<file path="src/logic/dac_ctrl_pkg.sv">
package dac_ctrl_pkg;
  localparam int CODE_W = 14;
  localparam int NUM_CH = 8;
  localparam int MON_W = 12;
  // Word indices; byte address is four times the index
  localparam logic [4:0] IDX_CONFIG = 5'h00;
  localparam logic [4:0] IDX_MONITOR = 5'h01;
  localparam logic [4:0] IDX_PIN = 5'h02;
  localparam logic [4:0] IDX_BUSY = 5'h05;
  localparam logic [1:0] GRP_DATA = 2'h1;
  localparam logic [1:0] GRP_ZERO = 2'h2;
  localparam logic [1:0] GRP_GAIN = 2'h3;
  // Field positions
  localparam int CFG_READBACK_BIT = 13;
  localparam int CFG_CALIB_BIT = 8;
  localparam int CFG_GBF_BIT = 7;
  localparam int PIN_BIT = 13;
  localparam int BUSY_LSB = 6;
  localparam int MON_LSB = 2;
  // Values after reset
  localparam logic [13:0] RST_CODE = 14'h0000;
  localparam logic [13:0] RST_ZERO = 14'h0000;
  localparam logic [13:0] RST_GAIN = 14'h2000;
  localparam logic [11:0] RST_MONITOR = 12'h000;
  localparam logic RST_READBACK = 1'b1;
  localparam logic RST_CALIB = 1'b0;
  localparam logic RST_PIN = 1'b1;
  // Correction arithmetic
  localparam logic [14:0] GAIN_HALF = 15'h2000;
  localparam logic [13:0] CODE_MAX = 14'h3fff;
  // Timing
  localparam int CLK_PERIOD_NS = 20;
  localparam int CORR_TIME_NS = 500;
  localparam int CORR_CYCLES = (CORR_TIME_NS + CLK_PERIOD_NS - 1) / CLK_PERIOD_NS;

  typedef struct packed {
    logic [13:0] code;
    logic [13:0] gain;
    logic [13:0] zero;
  } corr_req_s;
endpackage

</file>
<file path="src/logic/two_flop_sync.sv">
`timescale 1ns/1ps
module two_flop_sync #(
  parameter int W = 1
) (
  input wire logic clk,
  input wire logic rst_b,
  input wire logic [W-1:0] d,
  output logic [W-1:0] q
);
  logic [W-1:0] stage;

  always_ff @(posedge clk or negedge rst_b) begin
    if (!rst_b) begin
      stage <= '0;
      q <= '0;
    end else begin
      stage <= d;
      q <= stage;
    end
  end
endmodule

</file>
<file path="src/logic/correction_engine.sv">
`timescale 1ns/1ps
module correction_engine #(
  parameter int CYCLES = dac_ctrl_pkg::CORR_CYCLES
) (
  input wire logic clk,
  input wire logic rst_b,
  input wire logic start,
  input wire dac_ctrl_pkg::corr_req_s req,
  output logic busy,
  output logic done,
  output logic [13:0] result
);
  localparam int CW = $clog2(CYCLES + 1);
  localparam logic [CW-1:0] LAST = CW'(CYCLES - 1);

  logic [CW-1:0] cnt;
  dac_ctrl_pkg::corr_req_s held;

  // Code times (0.5 + gain/16384) plus signed zero, clamped
  function automatic logic [13:0] correct(input dac_ctrl_pkg::corr_req_s r);
    logic [29:0] prod;
    logic signed [16:0] sum;
    prod = 30'(r.code) * 30'({1'b0, r.gain} + dac_ctrl_pkg::GAIN_HALF);
    sum = $signed({2'b00, prod[28:14]}) + $signed({{3{r.zero[13]}}, r.zero});
    if (sum < 0) begin
      correct = 14'h0000;
    end else if (sum > $signed({3'b000, dac_ctrl_pkg::CODE_MAX})) begin
      correct = dac_ctrl_pkg::CODE_MAX;
    end else begin
      correct = sum[13:0];
    end
  endfunction

  always_ff @(posedge clk or negedge rst_b) begin
    if (!rst_b) begin
      busy <= 1'b0;
      done <= 1'b0;
      cnt <= '0;
      held <= '0;
      result <= 14'h0000;
    end else begin
      done <= 1'b0;
      if (!busy && start) begin
        busy <= 1'b1;
        held <= req;
        cnt <= '0;
      end else if (busy && cnt == LAST) begin
        busy <= 1'b0;
        done <= 1'b1; // [RULE19]
        result <= correct(held); // [RULE12]
      end else if (busy) begin
        cnt <= cnt + 1'b1;
      end
    end
  end
endmodule

</file>
<file path="src/logic/dac_monitor_calib_gpio_regs.sv">
// Our own choices: register access over Wishbone and the address map.
`timescale 1ns/1ps
// Contract
// RULE1: One-hot monitor bits route refB, refA, offB, offA, then channels 0 to 7.
// RULE2: The bit between channel 2 and channel 4 selects channel 3.
// RULE3: Zero or multi-bit monitor codes disable the monitor, output high impedance.
// RULE4: Invalid monitor codes are still stored and read back as written.
// RULE5: Don't-care bits of monitor, pin and busy registers ignore writes, read zero.
// RULE6: Calibration on stores code in input register; off writes converter register.
// RULE7: Input data registers reset to zero.
// RULE8: Calibration enable corrects input data with gain and zero before converter.
// RULE9: Readback select picks input register (clear) or converter register (set).
// RULE10: Zero register is 14-bit two's complement offset, resets to zero.
// RULE11: Gain register is straight binary 0.5 to 1.5, resets to 2000h.
// RULE12: Output equals code times (0.5 + gain/16384) plus zero, clamped.
// RULE13: Pin bit one releases the pin, zero drives it low.
// RULE14: Reading the pin bit returns the sampled pin level.
// RULE15: After reset pin bit is one and pin released.
// RULE16: Busy flags for channels 7..0 sit in bits 13..6, read-only, reset zero.
// RULE17: With calibration on, data, zero or gain writes set the channel busy flag.
// RULE18: Busy flag clears when corrected code reaches the converter register; here the flag clears one cycle before that load.
// RULE19: Each channel correction takes about 500 ns.
// RULE20: All busy flags read zero while calibration is off.
module dac_monitor_calib_gpio_regs (
  input wire logic clk,
  input wire logic rst_b,
  input wire logic cyc_i,
  input wire logic stb_i,
  input wire logic we_i,
  input wire logic [6:0] adr_i,
  input wire logic [3:0] sel_i,
  input wire logic [31:0] dat_i,
  output logic [31:0] dat_o,
  output logic ack_o,
  input wire logic gpio_in,
  output logic gpio_out,
  output logic gpio_oe_b,
  output logic [11:0] mon_route,
  output logic mon_hiz,
  output logic [7:0][13:0] dac_code,
  output logic calib_enable
);
  function automatic logic [7:0] onehot8(input logic [2:0] n);
    onehot8 = 8'h01 << n;
  endfunction

  function automatic logic [2:0] lowest_set(input logic [7:0] v);
    lowest_set = 3'h0;
    for (int i = 7; i >= 0; i--) begin
      if (v[i]) begin
        lowest_set = 3'(i);
      end
    end
  endfunction

  logic readback_sel;
  logic [11:0] mon_bits;
  logic pin_release;
  logic [13:0] input_data [8];
  logic [13:0] zero_offset [8];
  logic [13:0] gain_trim [8];
  logic [7:0] pending;
  logic [2:0] inflight;
  logic pin_level;
  logic eng_busy;
  logic eng_done;
  logic [13:0] eng_result;

  // Bus decode
  wire acc = cyc_i & stb_i;
  wire wr = acc & we_i & ack_o & (&sel_i[1:0]);
  wire [4:0] idx = adr_i[6:2];
  wire [2:0] ch = idx[2:0];
  wire [1:0] grp = idx[4:3];
  wire is_data = grp == dac_ctrl_pkg::GRP_DATA;
  wire is_zero = grp == dac_ctrl_pkg::GRP_ZERO;
  wire is_gain = grp == dac_ctrl_pkg::GRP_GAIN;
  wire is_cfg = idx == dac_ctrl_pkg::IDX_CONFIG;
  wire is_mon = idx == dac_ctrl_pkg::IDX_MONITOR;
  wire is_pin = idx == dac_ctrl_pkg::IDX_PIN;
  wire is_busy = idx == dac_ctrl_pkg::IDX_BUSY;
  wire [13:0] wdat = dat_i[13:0];

  // Correction scheduling
  wire [7:0] set_vec = (calib_enable && wr && (is_data || is_zero || is_gain)) ?
      onehot8(ch) : 8'h00; // [RULE17]
  wire start = calib_enable & ~eng_busy & (|pending);
  wire [2:0] pick = lowest_set(pending);
  wire [7:0] clr_vec = start ? onehot8(pick) : 8'h00;
  wire [7:0] next_pending = calib_enable ? ((pending & ~clr_vec) | set_vec) : 8'h00;
  wire [7:0] busy_flags = calib_enable ?
      (pending | (eng_busy ? onehot8(inflight) : 8'h00)) : 8'h00; // [RULE18] [RULE20]
  wire gbf = |busy_flags;
  wire dbg_unused = &{dat_i[31:14], sel_i[3:2]};
  dac_ctrl_pkg::corr_req_s req;
  assign req.code = input_data[pick];
  assign req.gain = gain_trim[pick];
  assign req.zero = zero_offset[pick];

  // Monitor selection
  wire mon_valid = $onehot(mon_bits); // [RULE3]

  // Read mux
  wire [13:0] cfg_word = {readback_sel, 4'h0, calib_enable, gbf, 7'h00};
  wire [13:0] data_word = readback_sel ? dac_code[ch] : input_data[ch]; // [RULE9]
  wire [13:0] read_word =
      is_cfg ? cfg_word :
      is_mon ? {mon_bits, 2'b00} : // [RULE4] [RULE5]
      is_pin ? {pin_level, 13'h0000} : // [RULE14]
      is_busy ? {busy_flags, 6'h00} : // [RULE16]
      is_data ? data_word :
      is_zero ? zero_offset[ch] :
      is_gain ? gain_trim[ch] : 14'h0000;
  wire [31:0] next_dat = (acc && !ack_o && !we_i) ? {18'h00000, read_word} : 32'h00000000;

  two_flop_sync #(.W(1)) pin_sync (
    .clk(clk),
    .rst_b(rst_b),
    .d(gpio_in),
    .q(pin_level)
  );

  correction_engine #(.CYCLES(dac_ctrl_pkg::CORR_CYCLES)) engine (
    .clk(clk),
    .rst_b(rst_b),
    .start(start), // [RULE8]
    .req(req),
    .busy(eng_busy),
    .done(eng_done),
    .result(eng_result)
  );

  // Bus handshake
  always_ff @(posedge clk or negedge rst_b) begin
    if (!rst_b) begin
      ack_o <= 1'b0;
      dat_o <= 32'h00000000;
    end else begin
      ack_o <= acc & ~ack_o;
      dat_o <= next_dat;
    end
  end

  // Configuration
  always_ff @(posedge clk or negedge rst_b) begin
    if (!rst_b) begin
      readback_sel <= dac_ctrl_pkg::RST_READBACK;
      calib_enable <= dac_ctrl_pkg::RST_CALIB;
    end else if (wr && is_cfg) begin
      readback_sel <= wdat[dac_ctrl_pkg::CFG_READBACK_BIT];
      calib_enable <= wdat[dac_ctrl_pkg::CFG_CALIB_BIT]; // [RULE8]
    end
  end

  // Monitor code and route
  always_ff @(posedge clk or negedge rst_b) begin
    if (!rst_b) begin
      mon_bits <= dac_ctrl_pkg::RST_MONITOR;
      mon_route <= 12'h000;
      mon_hiz <= 1'b1;
    end else begin
      if (wr && is_mon) begin
        mon_bits <= wdat[13:dac_ctrl_pkg::MON_LSB]; // [RULE4] [RULE5]
      end
      mon_route <= mon_valid ? mon_bits : 12'h000; // [RULE1] [RULE2]
      mon_hiz <= ~mon_valid; // [RULE3]
    end
  end

  // Open-drain pin
  always_ff @(posedge clk or negedge rst_b) begin
    if (!rst_b) begin
      pin_release <= dac_ctrl_pkg::RST_PIN; // [RULE15]
      gpio_oe_b <= 1'b1;
      gpio_out <= 1'b0;
    end else begin
      if (wr && is_pin) begin
        pin_release <= wdat[dac_ctrl_pkg::PIN_BIT]; // [RULE13]
      end
      gpio_oe_b <= pin_release; // [RULE13]
      gpio_out <= 1'b0;
    end
  end

  // Busy tracking
  always_ff @(posedge clk or negedge rst_b) begin
    if (!rst_b) begin
      pending <= 8'h00;
      inflight <= 3'h0;
    end else begin
      pending <= next_pending; // [RULE17] [RULE20]
      if (start) begin
        inflight <= pick;
      end
    end
  end

  // Channel registers
  always_ff @(posedge clk or negedge rst_b) begin
    if (!rst_b) begin
      for (int i = 0; i < dac_ctrl_pkg::NUM_CH; i++) begin
        input_data[i] <= dac_ctrl_pkg::RST_CODE; // [RULE7]
        zero_offset[i] <= dac_ctrl_pkg::RST_ZERO; // [RULE10]
        gain_trim[i] <= dac_ctrl_pkg::RST_GAIN; // [RULE11]
        dac_code[i] <= dac_ctrl_pkg::RST_CODE;
      end
    end else begin
      if (wr && is_data && calib_enable) begin
        input_data[ch] <= wdat; // [RULE6]
      end
      if (wr && is_zero) begin
        zero_offset[ch] <= wdat; // [RULE10]
      end
      if (wr && is_gain) begin
        gain_trim[ch] <= wdat; // [RULE11]
      end
      if (wr && is_data && !calib_enable) begin
        dac_code[ch] <= wdat; // [RULE6]
      end else if (eng_done && calib_enable) begin
        dac_code[inflight] <= eng_result; // [RULE8] [RULE18]
      end
    end
  end
endmodule

</file>
<file path="config.mk">
export PLATFORM = sky130hd
export DESIGN_NAME = dac_monitor_calib_gpio_regs
export DESIGN_NICKNAME = d
export VERILOG_FILES = /design/src/logic/dac_ctrl_pkg.sv /design/src/logic/two_flop_sync.sv /design/src/logic/correction_engine.sv /design/src/logic/dac_monitor_calib_gpio_regs.sv
export SDC_FILE = /design/constraint.sdc
export NUM_CORES = 2
export LEC_CHECK = 0
export BUFFER_PORTS_ARGS = -buffer_cell sky130_fd_sc_hd__buf_2
export CORE_UTILIZATION = 56
export CTS_BUF_LIST = sky130_fd_sc_hd__clkbuf_4 sky130_fd_sc_hd__clkbuf_8 sky130_fd_sc_hd__clkbuf_16
export DETAILED_ROUTE_END_ITERATION = 8
export PLACE_DENSITY = 0.83
export SETUP_SLACK_MARGIN = 0.2
export SLEW_MARGIN = 20
export SYNTH_ARGS = -nofsm -noshare
export SYNTH_HDL_FRONTEND = slang
export SYNTH_SLANG_ARGS = --single-unit
</file>
<file path="constraint.sdc">
create_clock -name clk -period 7.1 [get_ports clk]
set_input_delay 2.13 -clock clk [delete_from_list [all_inputs] [get_ports clk]]
set_output_delay 2.13 -clock clk [all_outputs]
set_load 0.01 [all_outputs]
</file>
[After elaboration in Yosys (flattened, before gate mapping)]
Index checks and enable logic that the tools add are counted.
Operators by class
  bitwise logic cells: 17
  shift operators: 3
  $add $sub $neg: 14
  reductions and logical operators: 33
  multipliers: 1
  multiplexer cells: 65
  equality and inequality tests: 9
  magnitude comparators: 9
Operators with widths (number)
  bitwise mux 112 bit: 5
  two-way mux 14 bit: 27
  binary-select mux 14 bit (select 3 bit): 7
  two-way mux 112 bit: 2
  demux 14 bit (select 3 bit): 3
  two-way mux 8 bit: 5
  multiplier 14 x 30 -> 29 bit: 1
  two-way mux 3 bit: 8
  << shifter 1 x 3 -> 8 bit (first input constant): 3
  logical AND 1 bit: 18
  adder 16 x 14 -> 17 bit: 1
  greater-than comparator 17 x 15 -> 1 bit (second input constant): 1
  < comparator 17 x 1 -> 1 bit (second input constant): 1
  OR 8 bit: 2
  OR reduction 8 bit: 2
  adder 14 x 14 -> 15 bit (second input constant): 1
  two-way mux 5 bit: 3
  adder 1 x 1 -> 2 bit: 6
  two-way mux 12 bit: 1
  adder 2 x 2 -> 3 bit: 3
  bitwise AND 8 bit: 1
  greater-or-equal comparator 4 bit (second input constant): 2
  < comparator 3 x 4 -> 1 bit (second input constant): 2
  inverter 3 -> 4 bit: 2
  22 further kinds: 44
Storage, ports and cells
  input port bits: 49
  output and inout bits: 161
  logic and storage cells: 203
  flip-flop bits (word level): 568

[Logic depth before layout (Yosys ltp)]
  word-level depth: 14
  depth in mapped cells: 34

[Cells and area by module]
Synthesis repeated with hierarchy kept, for this count alone.
Second synthesis, totals
  cells, all modules: 3427
  area, all modules: 37160.6 um2
By module, submodules not included
  dac_monitor_calib_gpio_regs: area each 27084.7 um2, cells an instance 2291, instances 1
  correction_engine: area each 10025.9 um2, cells an instance 1134, instances 1
  two_flop_sync: area each 50.0 um2, cells an instance 2, instances 1

[Least setup slack after synthesis]
OpenSTA, ideal clock, no wires.
  path kind: flip-flop to flip-flop
  start point: reg engine.held[33] (netlist name)
  end point: reg engine.result[10]
  period minus slack after synthesis: 7717 ps
  slack: -617 ps
  stages on the path, launching flop included: 31
  data arrival time: 7651 ps
  required time: 7034 ps
  setup time: 66 ps
  cells stage by stage: dfrtp_1 > clkbuf_1 > nand2_1 > fa_1 > fa_1 > inv_1 > fa_1 > fa_1 > fa_1 > inv_1 > fa_1 > inv_1 > ha_1 > and4_1 > a31o_2 > a21oi_1 > a2bb2oi_1 > o31ai_2 > or2_1 > a21oi_1 > o31ai_1 > xor2_1 > ha_1 > a21oi_1 > nand2_1 > or3_1 > o22ai_2 > mux2i_4 > nor2b_1 > buf_6 > a221o_1
Between the ends
  longest elaborated chain between the ends: 5
RTL lines
  from (decl): RTL line correction_engine.sv:17  | dac_ctrl_pkg::corr_req_s held;
  from (signal assigned): RTL line correction_engine.sv:45  | held <= req;
  multiplier 14 x 30 -> 29 bit (*): RTL line correction_engine.sv:23  | prod = 30'(r.code) * 30'({1'b0, r.gain} + dac_ctrl_pkg::GAIN_HALF);
  adder 16 x 14 -> 17 bit (*): RTL line correction_engine.sv:24  | sum = $signed({2'b00, prod[28:14]}) + $signed({{3{r.zero[13]}}, r.zero});
  greater-than comparator 17 x 15 -> 1 bit: RTL line correction_engine.sv:27  | end else if (sum > $signed({3'b000, dac_ctrl_pkg::CODE_MAX})) begin
  two-way mux 14 bit: RTL line correction_engine.sv:27
  two-way mux 14 bit (*): RTL line correction_engine.sv:25  | if (sum < 0) begin
  to (signal assigned): RTL line correction_engine.sv:50  | result <= correct(held);
  to (decl): RTL line correction_engine.sv:11  | output logic [13:0] result
Every way passes the cells marked *; elsewhere a longest branch is shown, timed or not.
A chain may end at the register's enable or synchronous reset.

[Worst setup path in the final report]
  start point: reg engine.held[31] (netlist name)
  end point: reg engine.result[13]
The elaborated chain is that of the path after synthesis.

==> flow_metrics.tcl <==
set metrics [dict create \
    dpl_cell_area_um2 38200 \
    grt_usage_pct 33.5 \
    die_height_um 255 \
    fin_cells 3970 \
    tightest_slew_ns 1.12 \
    cts_hold_buf 0 \
    cp_slowest_cell "fa_1" \
    slew_headroom_pct 25.3 \
    avgSynthCellArea_um2 12.5 \
    fp-row-count 92 \
    ys_seq_elements 568 \
    timing.critical_path.arrival_ns 8.51 \
    async_reset_ff_share_pct 100 \
    ys_warn_count 0 \
    min-delay-start "pin_sync.stage" \
    critPathMostFrequentCell "fa_1" \
    worstPathMaxFanout 3 \
    power.leakage_uw 0.0196 \
    numCtsBuffers 57 \
    synthToLayoutAreaGrowth_pct 12.5 \
    worstSetupPathType "reg2reg" \
    tns_ns -12.36 \
    crit_path_end_kind "register" \
    fp.dieW_um 255 \
    power_uw 6940 \
    synth.most_common_cell "dfrtp_1" \
    worst-path-stages 35 \
    clockBufferDepth 3 \
    startpoint_type "register" \
    synthTopCellsByArea "dfrtp_1 (39%), mux4_2 (14%), mux2_2 (11%)" \
    synthAdderAreaFrac_pct 12.8 \
    cts-root-buf "clkbuf_16" \
    report.final.slew_viol_count 0 \
    dieArea_um2 65200 \
    dpl.cell_count 3849 \
    grt_overflow 0 \
    hold_viol_final 0 \
    drt_wl_total_um 108000 \
    yosys.area_share.simple_pct 7.47 \
    fin_crit_sh_pct 113 \
    synth-compound-area-share_pct 9.22 \
    seq_area_frac_synth_pct 39.6 \
    synth_mux_area_share_pct 25.0 \
    worst_r2r_endpoint "engine.result[13]" \
    synth_xor_xnor_area_share_pct 0.755 \
    core_um2 63300 \
    grt_pass1_vias 28100 \
    via_per_inst 6.72 \
    violations "setup timing" \
    r2r-start "engine.held[31]" \
    irDropWorstVdd_mv 0.190 \
    hold_class "reg2reg" \
    outcome "finished with violations" \
    routedWlPerCell_um 27.1 \
    clock_skew_ns 0.0358 \
    synth_top_family_by_area "multiplexers" \
    cts.sinks 568 \
    postRouteAntennaNets 0 \
    regToRegSetupSlack_ns -0.90 \
    clock.fmax_mhz 125 \
    start_util_pct 56.8 \
    hpwl_um 74300 \
    worstSkewPairLatency_ns 0.65 \
    path_buf_inv 10 \
    cts_max_level 2 \
    yosysTopAreaCell "dfrtp_1" \
    drc_errors 0 \
    setup_ws_ns -0.904 \
    worstPathRequired_ns 7.61 \
    setup_viol 14 \
    drt-pass1-iter-count 8 \
    grt_pass1_wl_um 167000 \
    rsz0062_at_grt "true" \
    drive_gt1_share_pct 34.9 \
    crit_family "adder cells" \
    port_buffers 168 \
    antenna_found_initial 6 \
    period_minus_slack_ns 8.00 \
    netlist_instances 2886 \
    reg2reg_depth 35 \
    worstSetupStartpoint "engine.held[31]" \
    endpoint "engine.result[13]" \
    io_pins 210 \
    num-nets-final 3390 \
    synthTopCellsByCount "dfrtp_1 (556), mux2_2 (353), nand2_1 (291)" \
    slowest_delay_ns 0.54 \
    synth.top_cell.area_share_pct 38.7 \
    synth-edff-count 0 \
    ys.flop_type "dfrtp_1" \
    drtIter0Drc 3290 \
    fin_area_um2 40500 \
    synth_area_um2 36000 \
    gp_congestion 0.960 \
    maxCapViolCount 0 \
    grt_start_max_net_pins 153 \
    power_density_nw_per_um2 172 \
    cts_tree "built" \
    vias 26700 \
    fillers 4528 \
    synth_cell_types 80 \
    clk_pin_slew_worst_paths_ns 0.06 \
]
==> layer usage <==
| metal | up-vias | global-route usage [%] | part of all wire, % |
|---|---|---|---|
| met2 | 1857 | 52.7 | 47 |
| li1 | 10700 | - | - |
| met5 | - | 0 | 0 |
| met1 | 13600 | 42.9 | 36 |
| met3 | 458 | 8.61 | 11 |
| met4 | 0 | 17.7 | 6.0 |
==> stage by stage <==
step	hold slack, ns	utilization (%)	setup slack (ns)
global placement	0.342	60.3	-0.686
detailed placement	0.346	60.3	-0.773
CTS	0.360	63.8	-0.824
finish	0.366	63.9	-0.904
floorplan	0.331	-	-0.276
global route	0.366	63.9	-1.23
==> final cells by class <==
cell class,count,area [um2],share of cell area (%)
antenna,6,15.0,0.0371
timing repair buffer,337,2220,5.48
tap,846,1060,2.62
inverter,200,751,1.86
clock inverter,19,353,0.872
clock buffer,88,1760,4.35
sequential,568,14200,35.2
multi-input combinational,1906,20100,49.6
==> worst reg2reg max path, delay by kind of cell (launching register included) <==
family / cells / cell delay [ns]
buf+inv: 10 / 0.93
compound gates: 11 / 2.14
fa+ha+maj: 8 / 3.64
flops: 1 / 0.38
xor+xnor: 1 / 0.09
simple gates: 5 / 0.72
==> registers in the layout (all words and copies together), names as in the netlist, 14 cells and up <==
signal,count
dac_code,112
dat_o,14
engine.held,42
engine.result,14
gain_trim,112
input_data,112
zero_offset,112
==> power breakdown <==
group | internal [uW] | leakage, uW | switching [uW] | total (uW)
sequential | 3260 | 0.00779 | 16.4 | 3270
clock | 2040 | 0.00106 | 1340 | 3370
combinational | 85.0 | 0.0108 | 216 | 301
==> kinds of logic after synthesis <==
logic type                 count (synthesis)
adders and majority gates                271
buffers and inverters                    432
muxes                                    579
AOI/OAI and AO/OA                        428
xor gates and xnor gates                  31
and+or+nand+nor                          575
DFF                                      568
other                                      2
==> cells in the final DEF (no fill, tap or decap), types with 12 or more instances in the layout <==
master / n
conb_1: 22
o221ai_1: 98
xor2_1: 13
nand2b_1: 21
dfrtp_1: 555
dfstp_2: 12
a22oi_1: 59
fa_1: 158
and2_1: 95
nand3_1: 18
nand2_1: 291
mux4_2: 218
buf_2: 165
nor2_1: 87
o21a_1: 104
a21o_1: 14
o21ai_0: 30
ha_1: 108
clkbuf_16: 57
a21oi_1: 45
xnor2_1: 17
mux2_2: 353
inv_1: 195
a221o_1: 14
clkbuf_8: 16
buf_4: 163
clkbuf_4: 15
==> worst min-delay path by stage <==
stage,to,cells past startpoint
after floorplan,pin_sync.q,0
after global placement,pin_sync.q,0
after detailed placement,pin_sync.q,0
after CTS,pin_sync.q,0
after global routing,pin_sync.q,0
final,pin_sync.q,0
==> what timing repair did <==
| action | CTS | global route |
|---|---|---|
| setup endpoints to repair | 14 | 14 |
| gates resized for setup | 8 | 6 |
| pin swaps | 1 | 21 |
| cloned | 0 | 0 |
| buffers inserted | 4 | 4 |
(Power assumes the default switching activity.)
